==> src/verilog/ssl_consts.svh <==
// Offsets, field positions, reset values and timing counts of the supervisor
`ifndef SSL_CONSTS_SVH
`define SSL_CONSTS_SVH

// Timing
`define SSL_CLK_PERIOD_NS   10
`define SSL_TICK_PERIOD_NS  1000000
`define SSL_TICK_CYCLES     (`SSL_TICK_PERIOD_NS / `SSL_CLK_PERIOD_NS)
`define SSL_TICK_MS         1
`define SSL_RESET_MS        200
`define SSL_WD_LONG_MS      1600
`define SSL_WD_SHORT_MS     100
`define SSL_RESET_TICKS     (`SSL_RESET_MS / `SSL_TICK_MS)
`define SSL_WD_LONG_TICKS   (`SSL_WD_LONG_MS / `SSL_TICK_MS)
`define SSL_WD_SHORT_TICKS  (`SSL_WD_SHORT_MS / `SSL_TICK_MS)

// Counter widths
`define SSL_TICK_W          17
`define SSL_RST_W           8
`define SSL_WD_W            11

// Register byte offsets
`define SSL_ADDR_W          4
`define SSL_OFS_STATUS      4'h0
`define SSL_OFS_IRQ_STAT    4'h4
`define SSL_OFS_IRQ_MASK    4'h8
`define SSL_OFS_CTRL        4'hC

// Event bits in IRQ_STAT / IRQ_MASK
`define SSL_EV_W            5
`define SSL_EV_SUPPLY_LOW   0
`define SSL_EV_EARLY_FAIL   1
`define SSL_EV_WD_EXPIRED   2
`define SSL_EV_BACKUP       3
`define SSL_EV_RESET_DONE   4

// CTRL fields and reset values
`define SSL_CTRL_WD_DIS     0
`define SSL_IRQ_MASK_RST    5'h00
`define SSL_CTRL_RST        1'b0

`endif

==> src/verilog/ssl_pkg.sv <==
// Types of the supply supervisor logic
package ssl_pkg;

    // Digitised comparator results and host-side pins
    typedef struct packed {
        logic supply_ok;          // Supply at or above reset threshold
        logic above_batt;         // Supply above battery voltage
        logic batt_margin_ok;     // Supply at most 1.2 V below battery or up
        logic early_fail_sense;   // 1: early fail input above reference
        logic chip_enable_n;      // Chip enable from host, active low
        logic watchdog_kick;
        logic kick_float;         // Kick input detected floating
        logic timing_source_low;  // Timing source pin tied low
        logic timing_select_float;
    } ssl_sense_t;

    typedef struct packed {
        logic [16:0] tick_cnt;
        logic        tick;
        logic [7:0]  rst_cnt;
        logic        rst_n;
        logic        rst_hi;
        logic [10:0] wd_cnt;
        logic        short_ok;
        logic        kick_prev;
        logic        wdo_n;
        logic        ce_n;
        logic        pfo_n;
        logic        low_n;
        logic        batt;
        logic [4:0]  irq_stat;
        logic [4:0]  irq_mask;
        logic        irq;
        logic        wd_dis;
        logic        wait_r;
        logic [31:0] rdata;
    } ssl_state_t;

endpackage

==> src/verilog/ssl_supervisor.sv <==
// Supply supervisor: reset stretch, CE gating, flags, watchdog, bus slave
`timescale 1ns/100ps
`include "ssl_consts.svh"

// How it works
// - CE out copies CE in while supply good
// - CE out forced high below threshold
// - Early fail flag follows sense comparator
// - Deep backup forces early fail flag low
// - Backup flag high only in backup
// - Low supply flag follows threshold directly
// - Reset held while supply below threshold
// - Reset stretched 200 ms after recovery
// - No kick for 1.6 s gives reset
// - Reset repeats each period without kicks
// - Expired flag low on timeout
// - Expired flag cleared by next kick edge
// - Floating kick input disables watchdog
// - High reset is complement of low reset
// - Watchdog restarts long after every reset
// - Short 100 ms period when source low and select floats, after first kick
module ssl_supervisor #(
    parameter int TICK_CYCLES    = `SSL_TICK_CYCLES,
    parameter int RESET_TICKS    = `SSL_RESET_TICKS,
    parameter int WD_LONG_TICKS  = `SSL_WD_LONG_TICKS,
    parameter int WD_SHORT_TICKS = `SSL_WD_SHORT_TICKS
) (
    input  wire logic               CORE_CLK_I,
    input  wire logic               RST_B_I,
    input  wire ssl_pkg::ssl_sense_t SENSE_I,
    input  wire logic [3:0]         AVS_ADDRESS_I,
    input  wire logic               AVS_READ_I,
    input  wire logic               AVS_WRITE_I,
    input  wire logic [31:0]        AVS_WRITEDATA_I,
    input  wire logic [3:0]         AVS_BYTEENABLE_I,
    output logic [31:0]             AVS_READDATA_O,
    output logic                    AVS_WAITREQUEST_O,
    output logic                    RESET_N_O,
    output logic                    RESET_O,
    output logic                    GATED_CHIP_ENABLE_N_O,
    output logic                    SUPPLY_LOW_FLAG_N_O,
    output logic                    EARLY_FAIL_FLAG_N_O,
    output logic                    BACKUP_ACTIVE_O,
    output logic                    WATCHDOG_EXPIRED_N_O,
    output logic                    IRQ_O
);

    localparam int TW = `SSL_TICK_W;
    localparam int RW = `SSL_RST_W;
    localparam int WW = `SSL_WD_W;

    if (TICK_CYCLES < 1 || TICK_CYCLES > (1 << TW) ||
        RESET_TICKS < 1 || RESET_TICKS > (1 << RW) ||
        WD_SHORT_TICKS < 1 || WD_LONG_TICKS < WD_SHORT_TICKS ||
        WD_LONG_TICKS > (1 << WW)) begin : g_bad_param
        $error("ssl_supervisor: timing parameter out of range");
    end

    localparam logic [TW-1:0] TICK_LAST  = TW'(TICK_CYCLES - 1);
    localparam logic [RW-1:0] RST_LAST   = RW'(RESET_TICKS - 1);
    localparam logic [WW-1:0] LONG_LAST  = WW'(WD_LONG_TICKS - 1);
    localparam logic [WW-1:0] SHORT_LAST = WW'(WD_SHORT_TICKS - 1);

    ssl_pkg::ssl_state_t s_reg;
    ssl_pkg::ssl_state_t s_next;

    logic                backup;
    logic                kick_edge;
    logic                wd_off;
    logic                short_sel;
    logic [WW-1:0]       wd_last;
    logic                bus_req;
    logic                bus_hit;
    logic [`SSL_EV_W-1:0] ev;
    logic [`SSL_EV_W-1:0] clr;

    function automatic logic [31:0] read_reg(
        input logic [3:0]          addr,
        input ssl_pkg::ssl_state_t st
    );
        logic [31:0] d;
        d = 32'h0000_0000;
        unique case (addr)
            `SSL_OFS_STATUS: begin
                d[WW+15:16] = st.wd_cnt;
                d[6:0] = {st.short_ok, st.rst_n, st.wdo_n, st.batt,
                          st.pfo_n, st.low_n, st.ce_n};
            end
            `SSL_OFS_IRQ_STAT: d[`SSL_EV_W-1:0] = st.irq_stat;
            `SSL_OFS_IRQ_MASK: d[`SSL_EV_W-1:0] = st.irq_mask;
            `SSL_OFS_CTRL:     d[`SSL_CTRL_WD_DIS] = st.wd_dis;
            default:           d = 32'h0000_0000;
        endcase
        return d;
    endfunction

    always_comb begin
        s_next = s_reg;
        // Fixed rate timing tick
        s_next.tick = 1'b0;
        if (s_reg.tick_cnt == TICK_LAST) begin
            s_next.tick_cnt = '0;
            s_next.tick     = 1'b1;
        end else begin
            s_next.tick_cnt = s_reg.tick_cnt + TW'(1);
        end

        backup    = !SENSE_I.supply_ok && !SENSE_I.above_batt;
        kick_edge = SENSE_I.watchdog_kick != s_reg.kick_prev;
        s_next.kick_prev = SENSE_I.watchdog_kick;
        wd_off    = SENSE_I.kick_float || s_reg.wd_dis || backup;
        short_sel = SENSE_I.timing_source_low &&
                    SENSE_I.timing_select_float;
        // Short period only after first kick past reset
        wd_last   = (s_reg.short_ok && short_sel) ? SHORT_LAST : LONG_LAST;

        if (!SENSE_I.supply_ok) begin
            // Hold reset, clear watchdog, release expired flag
            s_next.rst_n    = 1'b0;
            s_next.rst_cnt  = '0;
            s_next.wd_cnt   = '0;
            s_next.short_ok = 1'b0;
            s_next.wdo_n    = 1'b1;
        end else begin
            if (kick_edge && !wd_off) begin
                s_next.wdo_n = 1'b1;
            end
            if (!s_reg.rst_n) begin
                s_next.wd_cnt   = '0;
                s_next.short_ok = 1'b0;
                if (s_reg.tick) begin
                    if (s_reg.rst_cnt == RST_LAST) begin
                        s_next.rst_n   = 1'b1;
                        s_next.rst_cnt = '0;
                    end else begin
                        s_next.rst_cnt = s_reg.rst_cnt + RW'(1);
                    end
                end
            end else if (wd_off) begin
                s_next.wd_cnt = '0;
            end else if (kick_edge) begin
                s_next.wd_cnt   = '0;
                s_next.short_ok = 1'b1;
            end else if (s_reg.tick) begin
                if (s_reg.wd_cnt == wd_last) begin
                    // Timeout: flag and a fresh reset pulse
                    s_next.wdo_n   = 1'b0;
                    s_next.rst_n   = 1'b0;
                    s_next.rst_cnt = '0;
                    s_next.wd_cnt  = '0;
                end else begin
                    s_next.wd_cnt = s_reg.wd_cnt + WW'(1);
                end
            end
        end
        s_next.rst_hi = !s_next.rst_n;

        s_next.ce_n  = SENSE_I.supply_ok ?
                       SENSE_I.chip_enable_n : 1'b1;
        s_next.low_n = SENSE_I.supply_ok;
        s_next.pfo_n = (backup && !SENSE_I.batt_margin_ok) ?
                       1'b0 : SENSE_I.early_fail_sense;
        s_next.batt  = backup;

        // Sticky events, set wins over clear
        ev[`SSL_EV_SUPPLY_LOW] = s_reg.low_n && !s_next.low_n;
        ev[`SSL_EV_EARLY_FAIL] = s_reg.pfo_n && !s_next.pfo_n;
        ev[`SSL_EV_WD_EXPIRED] = s_reg.wdo_n && !s_next.wdo_n;
        ev[`SSL_EV_BACKUP]     = !s_reg.batt && s_next.batt;
        ev[`SSL_EV_RESET_DONE] = !s_reg.rst_n && s_next.rst_n;

        // Bus: one wait cycle, then a single ready cycle
        bus_req = AVS_READ_I || AVS_WRITE_I;
        bus_hit = AVS_WRITE_I && !s_reg.wait_r && AVS_BYTEENABLE_I[0];
        s_next.wait_r = !(bus_req && s_reg.wait_r);
        if (bus_req && s_reg.wait_r) begin
            s_next.rdata = AVS_READ_I ?
                           read_reg(AVS_ADDRESS_I, s_reg) : 32'h0000_0000;
        end
        clr = '0;
        if (bus_hit) begin
            unique case (AVS_ADDRESS_I)
                `SSL_OFS_IRQ_STAT: clr = AVS_WRITEDATA_I[`SSL_EV_W-1:0];
                `SSL_OFS_IRQ_MASK:
                    s_next.irq_mask = AVS_WRITEDATA_I[`SSL_EV_W-1:0];
                `SSL_OFS_CTRL:
                    s_next.wd_dis = AVS_WRITEDATA_I[`SSL_CTRL_WD_DIS];
                default: clr = '0;
            endcase
        end
        s_next.irq_stat = (s_reg.irq_stat & ~clr) | ev;
        s_next.irq      = |(s_next.irq_stat & s_next.irq_mask);
    end

    always_ff @(posedge CORE_CLK_I or negedge RST_B_I) begin
        if (!RST_B_I) begin
            s_reg          <= '0;
            s_reg.rst_hi   <= 1'b1;
            s_reg.wdo_n    <= 1'b1;
            s_reg.ce_n     <= 1'b1;
            s_reg.irq_mask <= `SSL_IRQ_MASK_RST;
            s_reg.wd_dis   <= `SSL_CTRL_RST;
            s_reg.wait_r   <= 1'b1;
        end else begin
            s_reg <= s_next;
        end
    end

    assign AVS_READDATA_O        = s_reg.rdata;
    assign AVS_WAITREQUEST_O     = s_reg.wait_r;
    assign RESET_N_O             = s_reg.rst_n;
    assign RESET_O               = s_reg.rst_hi;
    assign GATED_CHIP_ENABLE_N_O = s_reg.ce_n;
    assign SUPPLY_LOW_FLAG_N_O   = s_reg.low_n;
    assign EARLY_FAIL_FLAG_N_O   = s_reg.pfo_n;
    assign BACKUP_ACTIVE_O       = s_reg.batt;
    assign WATCHDOG_EXPIRED_N_O  = s_reg.wdo_n;
    assign IRQ_O                 = s_reg.irq;

    // Stretch cycle count; checks start one edge past reset release
    int   hold_cyc;
    logic chk_live_reg;
    always_ff @(posedge CORE_CLK_I or negedge RST_B_I) begin
        if (!RST_B_I) begin
            hold_cyc     <= 0;
            chk_live_reg <= 1'b0;
        end else begin
            chk_live_reg <= 1'b1;
            hold_cyc <= (RESET_N_O || !SENSE_I.supply_ok) ? 0 : hold_cyc + 1;
        end
    end
endmodule

==> config.mk <==
export PLATFORM = sky130hd
export DESIGN_NAME = ssl_supervisor
export DESIGN_NICKNAME = d
export VERILOG_FILES = /design/src/verilog/ssl_pkg.sv /design/src/verilog/ssl_supervisor.sv
export VERILOG_INCLUDE_DIRS = /design/src /design/src/verilog
export SDC_FILE = /design/constraint.sdc
export NUM_CORES = 1
export LEC_CHECK = 0
export ABC_AREA = 1
export BUFFER_PORTS_ARGS = -buffer_cell sky130_fd_sc_hd__buf_4
export CORE_ASPECT_RATIO = 1.25
export CORE_MARGIN = 3
export CORE_UTILIZATION = 42
export CTS_CLUSTER_DIAMETER = 40
export CTS_CLUSTER_SIZE = 16
export DETAILED_ROUTE_END_ITERATION = 6
export GPL_ROUTABILITY_DRIVEN = 0
export MAX_ROUTING_LAYER = met4
export PLACE_DENSITY = 0.66
export SYNTH_ARGS = -nofsm -noshare
export SYNTH_HDL_FRONTEND = slang
export SYNTH_SLANG_ARGS = --single-unit
export TNS_END_PERCENT = 1
==> constraint.sdc <==
create_clock -name CORE_CLK_I -period 1.56 [get_ports CORE_CLK_I]
set_clock_uncertainty 0.15 [all_clocks]
set_input_delay 0.078 -clock CORE_CLK_I [delete_from_list [all_inputs] [get_ports CORE_CLK_I]]
set_output_delay 0.078 -clock CORE_CLK_I [all_outputs]
set_load 0.01 [all_outputs]
==> results.json, run 1 <==
{
  "status": "complete, but fails checks",
  "violations": "negative setup slack",
  "dpl.hpwl_um": 6993,
  "r2r_slack_ns": -0.12,
  "yosys.cell_types.count": 41,
  "r2r_end": "s_reg[90]",
  "synth_area_um2": 4110,
  "clock_power_share": 0.431,
  "hp-class": "input port to flip-flop",
  "io_buffers": 49,
  "required_ns": 1.63,
  "synth_cells": 494,
  "cts_buffers": 9,
  "power.internal_w": 0.003334,
  "setup_ws_ns": -0.1163,
  "crit_path_end": "s_reg[90]",
  "antenna_cells": 0,
  "place_inst": 707,
  "die-width_um": 94.48,
  "r2r_start": "s_reg[74]",
  "power-per-cell-area_nw_per_um2": 784.9,
  "setup.worst_path.start": "s_reg[74]",
  "drv_cap": 0,
  "worstRegToRegCells": 10,
  "largest_reg_flops": 50,
  "sw_frac_of_total": 0.2303,
  "startpoint_type": "flip-flop",
  "grt_use_met3": 0.03995,
  "track_usage": 0.1896,
  "layout-drive-gt1-share": 0.3166,
  "final_cells": 742,
  "grt_pass1_wl_um": 15990,
  "switching_power_w": 0.0009973,
  "avgViaCountPerCell": 4.858,
  "antenna_found_initial": 0,
  "num_rows": 39,
  "drc": 0,
  "drt_iter0_markers": 154,
  "gr-max-usage-layer": "met2",
  "finalHoldViolCount": 0,
  "overflow": 0,
  "pwr-share-seq": 0.479,
  "pwr-share-comb": 0.090,
  "nets": 670,
  "rsz0062_at_grt": "true",
  "nFillCells": 826,
  "synth-seq-cells": 77,
  "cts_tree": "yes",
  "crit_type": "flip-flop to flip-flop",
  "worstPathArrival_ns": 1.75,
  "io_pins": 94,
  "setup_viol": 22,
  "dieArea_um2": 11020,
  "crit_path_end_kind": "flip-flop",
  "coreArea_um2": 9320,
  "grt_start_max_net_pins": 30,
  "met2_usage": 0.3215,
  "use_met1": 0.2184,
  "fin_crit_ns": 1.676,
  "clock-sinks": 77,
  "max_freq_ghz": 0.5966,
  "yosysWarnings": 0,
  "maxSlewViolCount": 0,
  "synth.avg_cell_area_um2": 8.320,
  "critPathMaxFanout": 3,
  "ctsRootBufferMaster": "clkbuf_16",
  "leakage_nw": 2.736,
  "routed_wl_um": 9443,
  "grt_pass1_vias": 3517,
  "firstDrtPassIters": 5,
  "floorplan.initialDensity": 0.4410,
  "vdd_drop_max_mv": 0.3785,
  "final_common_cell": "nand2_1",
  "wire_per_inst_um": 12.73,
  "ant_nets": 0,
  "most-common-layout-cells": "116 x nand2_1, 114 x buf_4, 73 x dfrtp_1",
  "clk_pin_slew_worst_paths_ns": 0.06,
  "synth_seq_area_share": 0.4700,
  "clk-insertion-delay-late_ns": 0.33,
  "area_growth_pct": 34.25,
  "cts_htree_levels": 3,
  "clock_path_buffers": 2,
  "vias": 3605,
  "post-route-period-util": 1.075,
  "fp.dieH_um": 116.6,
  "worst_hold_slack_ns": 0.01875
}
per-layer routing:
| layer | wire [um] | up-vias |
|---|---|---|
| li1 | - | 1788 |
| met3 | 498 | 20 |
| met2 | 4926 | 88 |
| met5 | 0 | - |
| met1 | 3818 | 1709 |
| met4 | 200 | 0 |
worst min path at each step:
stage	start	to	slack, ns	cells after the start
2_1_floorplan	RST_B_I	AVS_READDATA_O[0]	-0.37	0
6_report	SENSE_I[8]	s_reg[71]	0.02	4
4_1_cts	SENSE_I[8]	s_reg[71]	0.005	4
3_5_place_dp	RST_B_I	s_reg[88]	-0.14	1
3_3_place_gp	RST_B_I	s_reg[88]	-0.15	1
5_1_grt	SENSE_I[8]	s_reg[71]	0.02	4
per-stage QoR:
step	power, W	TNS (ns)	instance area (um2)	worst slack, ns	utilization
floorplan	0.002298	-0.1598	4172	-0.03708	-
finish	0.004331	-1.264	5518	-0.1163	0.5920
CTS	0.004375	-2.408	5429	-0.1422	0.5825
detailed placement	0.002460	-3.469	4932	-0.2052	0.5292
global route	0.004508	-4.620	5518	-0.2295	0.5920
global placement	0.002452	-2.144	4932	-0.1487	0.5292
Yosys cell counts:
master / count / area share
nand2_1: 122 / 0.11
dfrtp_1: 73 / 0.44
inv_1: 57 / 0.052
buf_4: 33 / 0.060
nand3_1: 30 / 0.037
nor2_1: 29 / 0.026
o21ai_0: 26 / 0.032
nor3_1: 18 / 0.022
a21oi_1: 13 / 0.016
o21ai_1: 9 / 0.011
xor2_1: 8 / 0.017
nand4_1: 7 / 0.011
inv_2: 6 / 0.0055
nand2_2: 6 / 0.0091
nor2_2: 6 / 0.0091
nor2_4: 5 / 0.014
dfstp_2: 4 / 0.026
xnor2_1: 4 / 0.0085
buf_2: 3 / 0.0037
ha_1: 3 / 0.0091
nand2_4: 3 / 0.0082
nor3_4: 3 / 0.012
nor4_1: 3 / 0.0046
o211ai_1: 3 / 0.0055
a31oi_1: 2 / 0.0030
o21ai_2: 2 / 0.0043
or2_2: 2 / 0.0030
a21boi_1: 1 / 0.0018
a31o_2: 1 / 0.0021
buf_6: 1 / 0.0027
conb_1: 1 / 0.00091
nand3_2: 1 / 0.0024
nand3_4: 1 / 0.0043
nand3b_1: 1 / 0.0018
nand3b_4: 1 / 0.0049
nand4_2: 1 / 0.0030
nor3b_1: 1 / 0.0018
nor3b_2: 1 / 0.0030
nor4_2: 1 / 0.0030
o21a_1: 1 / 0.0018
o41ai_1: 1 / 0.0021
layout make-up:
type                    instances  area (um2)  area share
inverters                      63       241.5     0.04376
flip-flops and latches         77        1932      0.3501
well taps                     123       153.9     0.02789
clock inverters                 2       10.01    0.001814
multi-input cells             330        1858      0.3367
repair buffers                133        1069      0.1936
clock buffers                  14       254.0     0.04603
worst max-delay path: stages, from the launching register on:
cell and delay (ns):
dfrtp_1 0.40, ha_4 0.17, nand3_4 0.09, nor3_4 0.17, nand2_2 0.10, nor2_4 0.12
nand3b_4 0.11, nor2_2 0.11, nand2_1 0.06, nand2_1 0.06, nor2_1 0.04
kinds of logic after synthesis:
group / Yosys count / share of synthesized area
flops: 77 / 0.4700
xor+xnor: 12 / 0.02557
buf+inv: 100 / 0.1242
compound gates: 59 / 0.07915
fa+ha+maj: 3 / 0.009133
simple gates: 242 / 0.2910
other cells: 1 / 0.0009124
power groups by stage:
stage                     combinational [W]  clock, W  sequential (W)
after floorplan                    0.000184         0         0.00211
after global placement             0.000345         0         0.00211
after detailed placement           0.000351         0         0.00211
after CTS                          0.000389   0.00191         0.00207
after global routing               0.000438   0.00199         0.00208
final                              0.000390   0.00187         0.00207
repair_timing:
| item | 4_1_cts | 5_1_grt |
|---|---|---|
| hold buffers | 17 | 1 |
| resized for setup | 16 | 25 |
| pin swaps | 0 | 6 |
| endpoints found under the hold margin | 100 | 1 |
| endpoints found under the setup margin | 36 | 36 |
| buffers inserted | 0 | 2 |
No activity file was read; power rests on OpenSTA's default activity.
==> run 2: changes to the inputs <==
- ABC_AREA: 1 -> default
- PLACE_DENSITY: 0.66 -> 0.67
==> results.json, run 2 <==
{
  "io_buffers": 49,
  "fin_area_um2": 5265,
  "worst_hold_slack_ns": -0.001703,
  "setup_viol": 26,
  "vdd_drop_max_mv": 0.4085,
  "dpl.hpwl_um": 6475,
  "dp_worst_setup_slack_ns": -0.5310,
  "cts_htree_levels": 3,
  "overflow": 0,
  "clock-sinks": 77,
  "maxSlewViolCount": 0,
  "die-width_um": 91.50,
  "synth-edff-count": 0,
  "crit_path_top_delay_cell": "dfstp_2",
  "required_ns": 1.64,
  "synth_area_leader_cell": "dfrtp_1",
  "ys.flop_type": "dfrtp_1",
  "min_from": "SENSE_I[8]",
  "synth.most_common_cell": "dfrtp_1",
  "r2r_start": "AVS_WAITREQUEST_O",
  "largest_reg_flops": 50,
  "clock_power_share": 0.377,
  "track_usage": 0.1936,
  "clk_pin_slew_worst_paths_ns": 0.07,
  "grt_start_max_net_pins": 32,
  "synth_common_cells": "73 x dfrtp_1, 32 x buf_4, 25 x nor2_1",
  "yosysWarnings": 0,
  "grt_pass1_wl_um": 15370,
  "avgViaCountPerCell": 5.156,
  "synthTopCellsByArea": "dfrtp_1 48%, buf_4 6.3%, a22o_1 4.6%, xor2_1 3.4%, dfstp_2 2.7%",
  "finalHoldViolCount": 1,
  "worstRegToRegCells": 6,
  "place_area_um2": 4690,
  "hold_path_depth": 3,
  "power.internal_w": 0.003106,
  "setup_ws_ns": -0.4962,
  "cts_tree": "yes",
  "io_pins": 94,
  "switching_power_w": 0.001000,
  "clk-insertion-delay-late_ns": 0.36,
  "critPathMaxFanout": 5,
  "place_inst": 573,
  "leakage_nw": 2.565,
  "routed_wl_um": 9368,
  "r2r_slack_ns": -0.50,
  "grt_pass1_vias": 3261,
  "pwr-share-comb": 0.116,
  "drv_cap": 0,
  "floorplan.initialDensity": 0.4363,
  "startpoint_type": "flip-flop",
  "synth_area_um2": 3837,
  "rsz0062_at_grt": "true",
  "worstPathArrival_ns": 2.14,
  "dieArea_um2": 10330,
  "synth.avg_cell_area_um2": 10.60,
  "hold_end": "s_reg[40]",
  "clock_path_buffers": 2,
  "coreArea_um2": 8796,
  "violations": "negative hold slack, negative setup slack",
  "cpPeakStageDelay_ns": 0.56,
  "hp-class": "input port to flip-flop",
  "antenna_cells": 0,
  "power_w": 0.004106,
  "synth_cells": 362,
  "synth_seq_area_share": 0.5034,
  "fin_crit_ns": 2.056,
  "critPathBufInv": 2,
  "final_common_cell": "buf_4",
  "drc": 0,
  "crit_type": "flip-flop to flip-flop",
  "drt_iter0_markers": 132,
  "post-route-util": 0.5986,
  "fp.dieH_um": 112.9,
  "max_freq_ghz": 0.4863,
  "crit_path_end_kind": "flip-flop",
  "r2r_end": "IRQ_O",
  "antenna_found_initial": 0,
  "post-route-period-util": 1.318,
  "pwr-share-seq": 0.507,
  "status": "complete, but fails checks",
  "most-common-layout-cells": "118 x buf_4, 73 x dfrtp_1, 25 x nor2_1",
  "area_growth_pct": 37.20,
  "crit_chain": "buf_6, inv_2, and4b_2, mux2_4, a222oi_1, nand3_1",
  "final_cells": 610,
  "yosys.cell_types.count": 57,
  "cp_top_family": "flip-flops",
  "vias": 3145,
  "num_rows": 38,
  "firstDrtPassIters": 4,
  "wire_per_inst_um": 15.36,
  "ant_nets": 0,
  "synth-seq-cells": 77,
  "cts_buffers": 9,
  "ctsRootBufferMaster": "clkbuf_8",
  "layout-drive-gt1-share": 0.3735,
  "synth_top_area_frac": 0.4760,
  "nets": 541,
  "sw_frac_of_total": 0.2436,
  "synthArstFlopShare": 1.000,
  "power-per-cell-area_nw_per_um2": 779.9
}
## run 2: cell count changes in the layout (fill, tap and decap cells not counted), sizes merged, moves of 11 or more
cell	before	now
o21ai	37	8
nor3	21	6
and3	0	12
nand3	32	21
nor2	40	25
inv	63	12
a22o	0	20
nand2	131	23
## run 2: layer usage
layer / global-route usage / wire [um] / vias to the layer above
met5: - / 0 / -
li1: - / - / 1505
met1: 0.2229 / 3829 / 1545
met2: 0.3237 / 4932 / 73
met4: 0.07445 / 227 / 0
met3: 0.04987 / 378 / 22
## run 2: final cells by class
cell class,instances,area [um2]
fill,729,3531
sequential,77,1932
multi-input combinational,244,1790
timing repair buffer,141,1145
clock buffer,12,155.1
tap,120,150.1
clock inverter,4,47.55
inverter,12,45.04
## run 2: metrics by stage
step / hold slack [ns] / setup TNS (ns)
2_1_floorplan: -0.3676 / -6.875
3_3_place_gp: -0.1479 / -8.019
3_5_place_dp: -0.1421 / -9.128
4_1_cts: -0.003597 / -7.261
5_1_grt: 0.02096 / -9.865
6_report: -0.001703 / -7.274
## run 2: how the worst max path moves through the flow
stage | startpoint | endpoint | slack (ns) | cells past startpoint
after floorplan | s_reg[52] | s_reg[65] | -0.40 | 6
after global placement | AVS_WAITREQUEST_O | IRQ_O | -0.46 | 5
after detailed placement | AVS_WAITREQUEST_O | IRQ_O | -0.53 | 5
after CTS | AVS_WAITREQUEST_O | IRQ_O | -0.47 | 6
after global routing | AVS_WAITREQUEST_O | IRQ_O | -0.58 | 6
final | AVS_WAITREQUEST_O | IRQ_O | -0.50 | 6
## run 2: kinds of logic (layout without fill, tap and decap cells)
kind of cell	count (synthesis)	after routing	share of synthesized area
other	1	14	0.0009772
muxes	13	13	0.04043
and+or+nand+nor	131	131	0.1898
DFF	77	77	0.5034
adders and majority gates	3	3	0.009783
AOI/OAI and AO/OA	57	57	0.1096
xor gates and xnor gates	26	26	0.05934
buffers and inverters	54	169	0.08673
## run 2: power groups by stage
stage	registers (W)	logic, W	clock network [W]
5_1_grt	0.00209	0.000518	0.00167
3_3_place_gp	0.00211	0.000395	0
3_5_place_dp	0.00212	0.000404	0
4_1_cts	0.00208	0.000462	0.00160
6_report	0.00208	0.000475	0.00155
2_1_floorplan	0.00212	0.000192	0
## run 2: worst register-to-register path, stage by stage, from the launching register on
cell	delay [ns]
dfstp_2	0.56
buf_6	0.10
inv_2	0.03
and4b_2	0.25
mux2_4	0.32
a222oi_1	0.40
nand3_1	0.13
## run 2: repair_timing
item | 4_1_cts | 5_1_grt
setup buffers | 3 | 0
endpoints found under the setup margin | 39 | 57
resized for setup | 27 | 15
endpoints found under the hold margin | 92 | 0
hold buffers | 18 | 0
pin swaps | 25 | 8
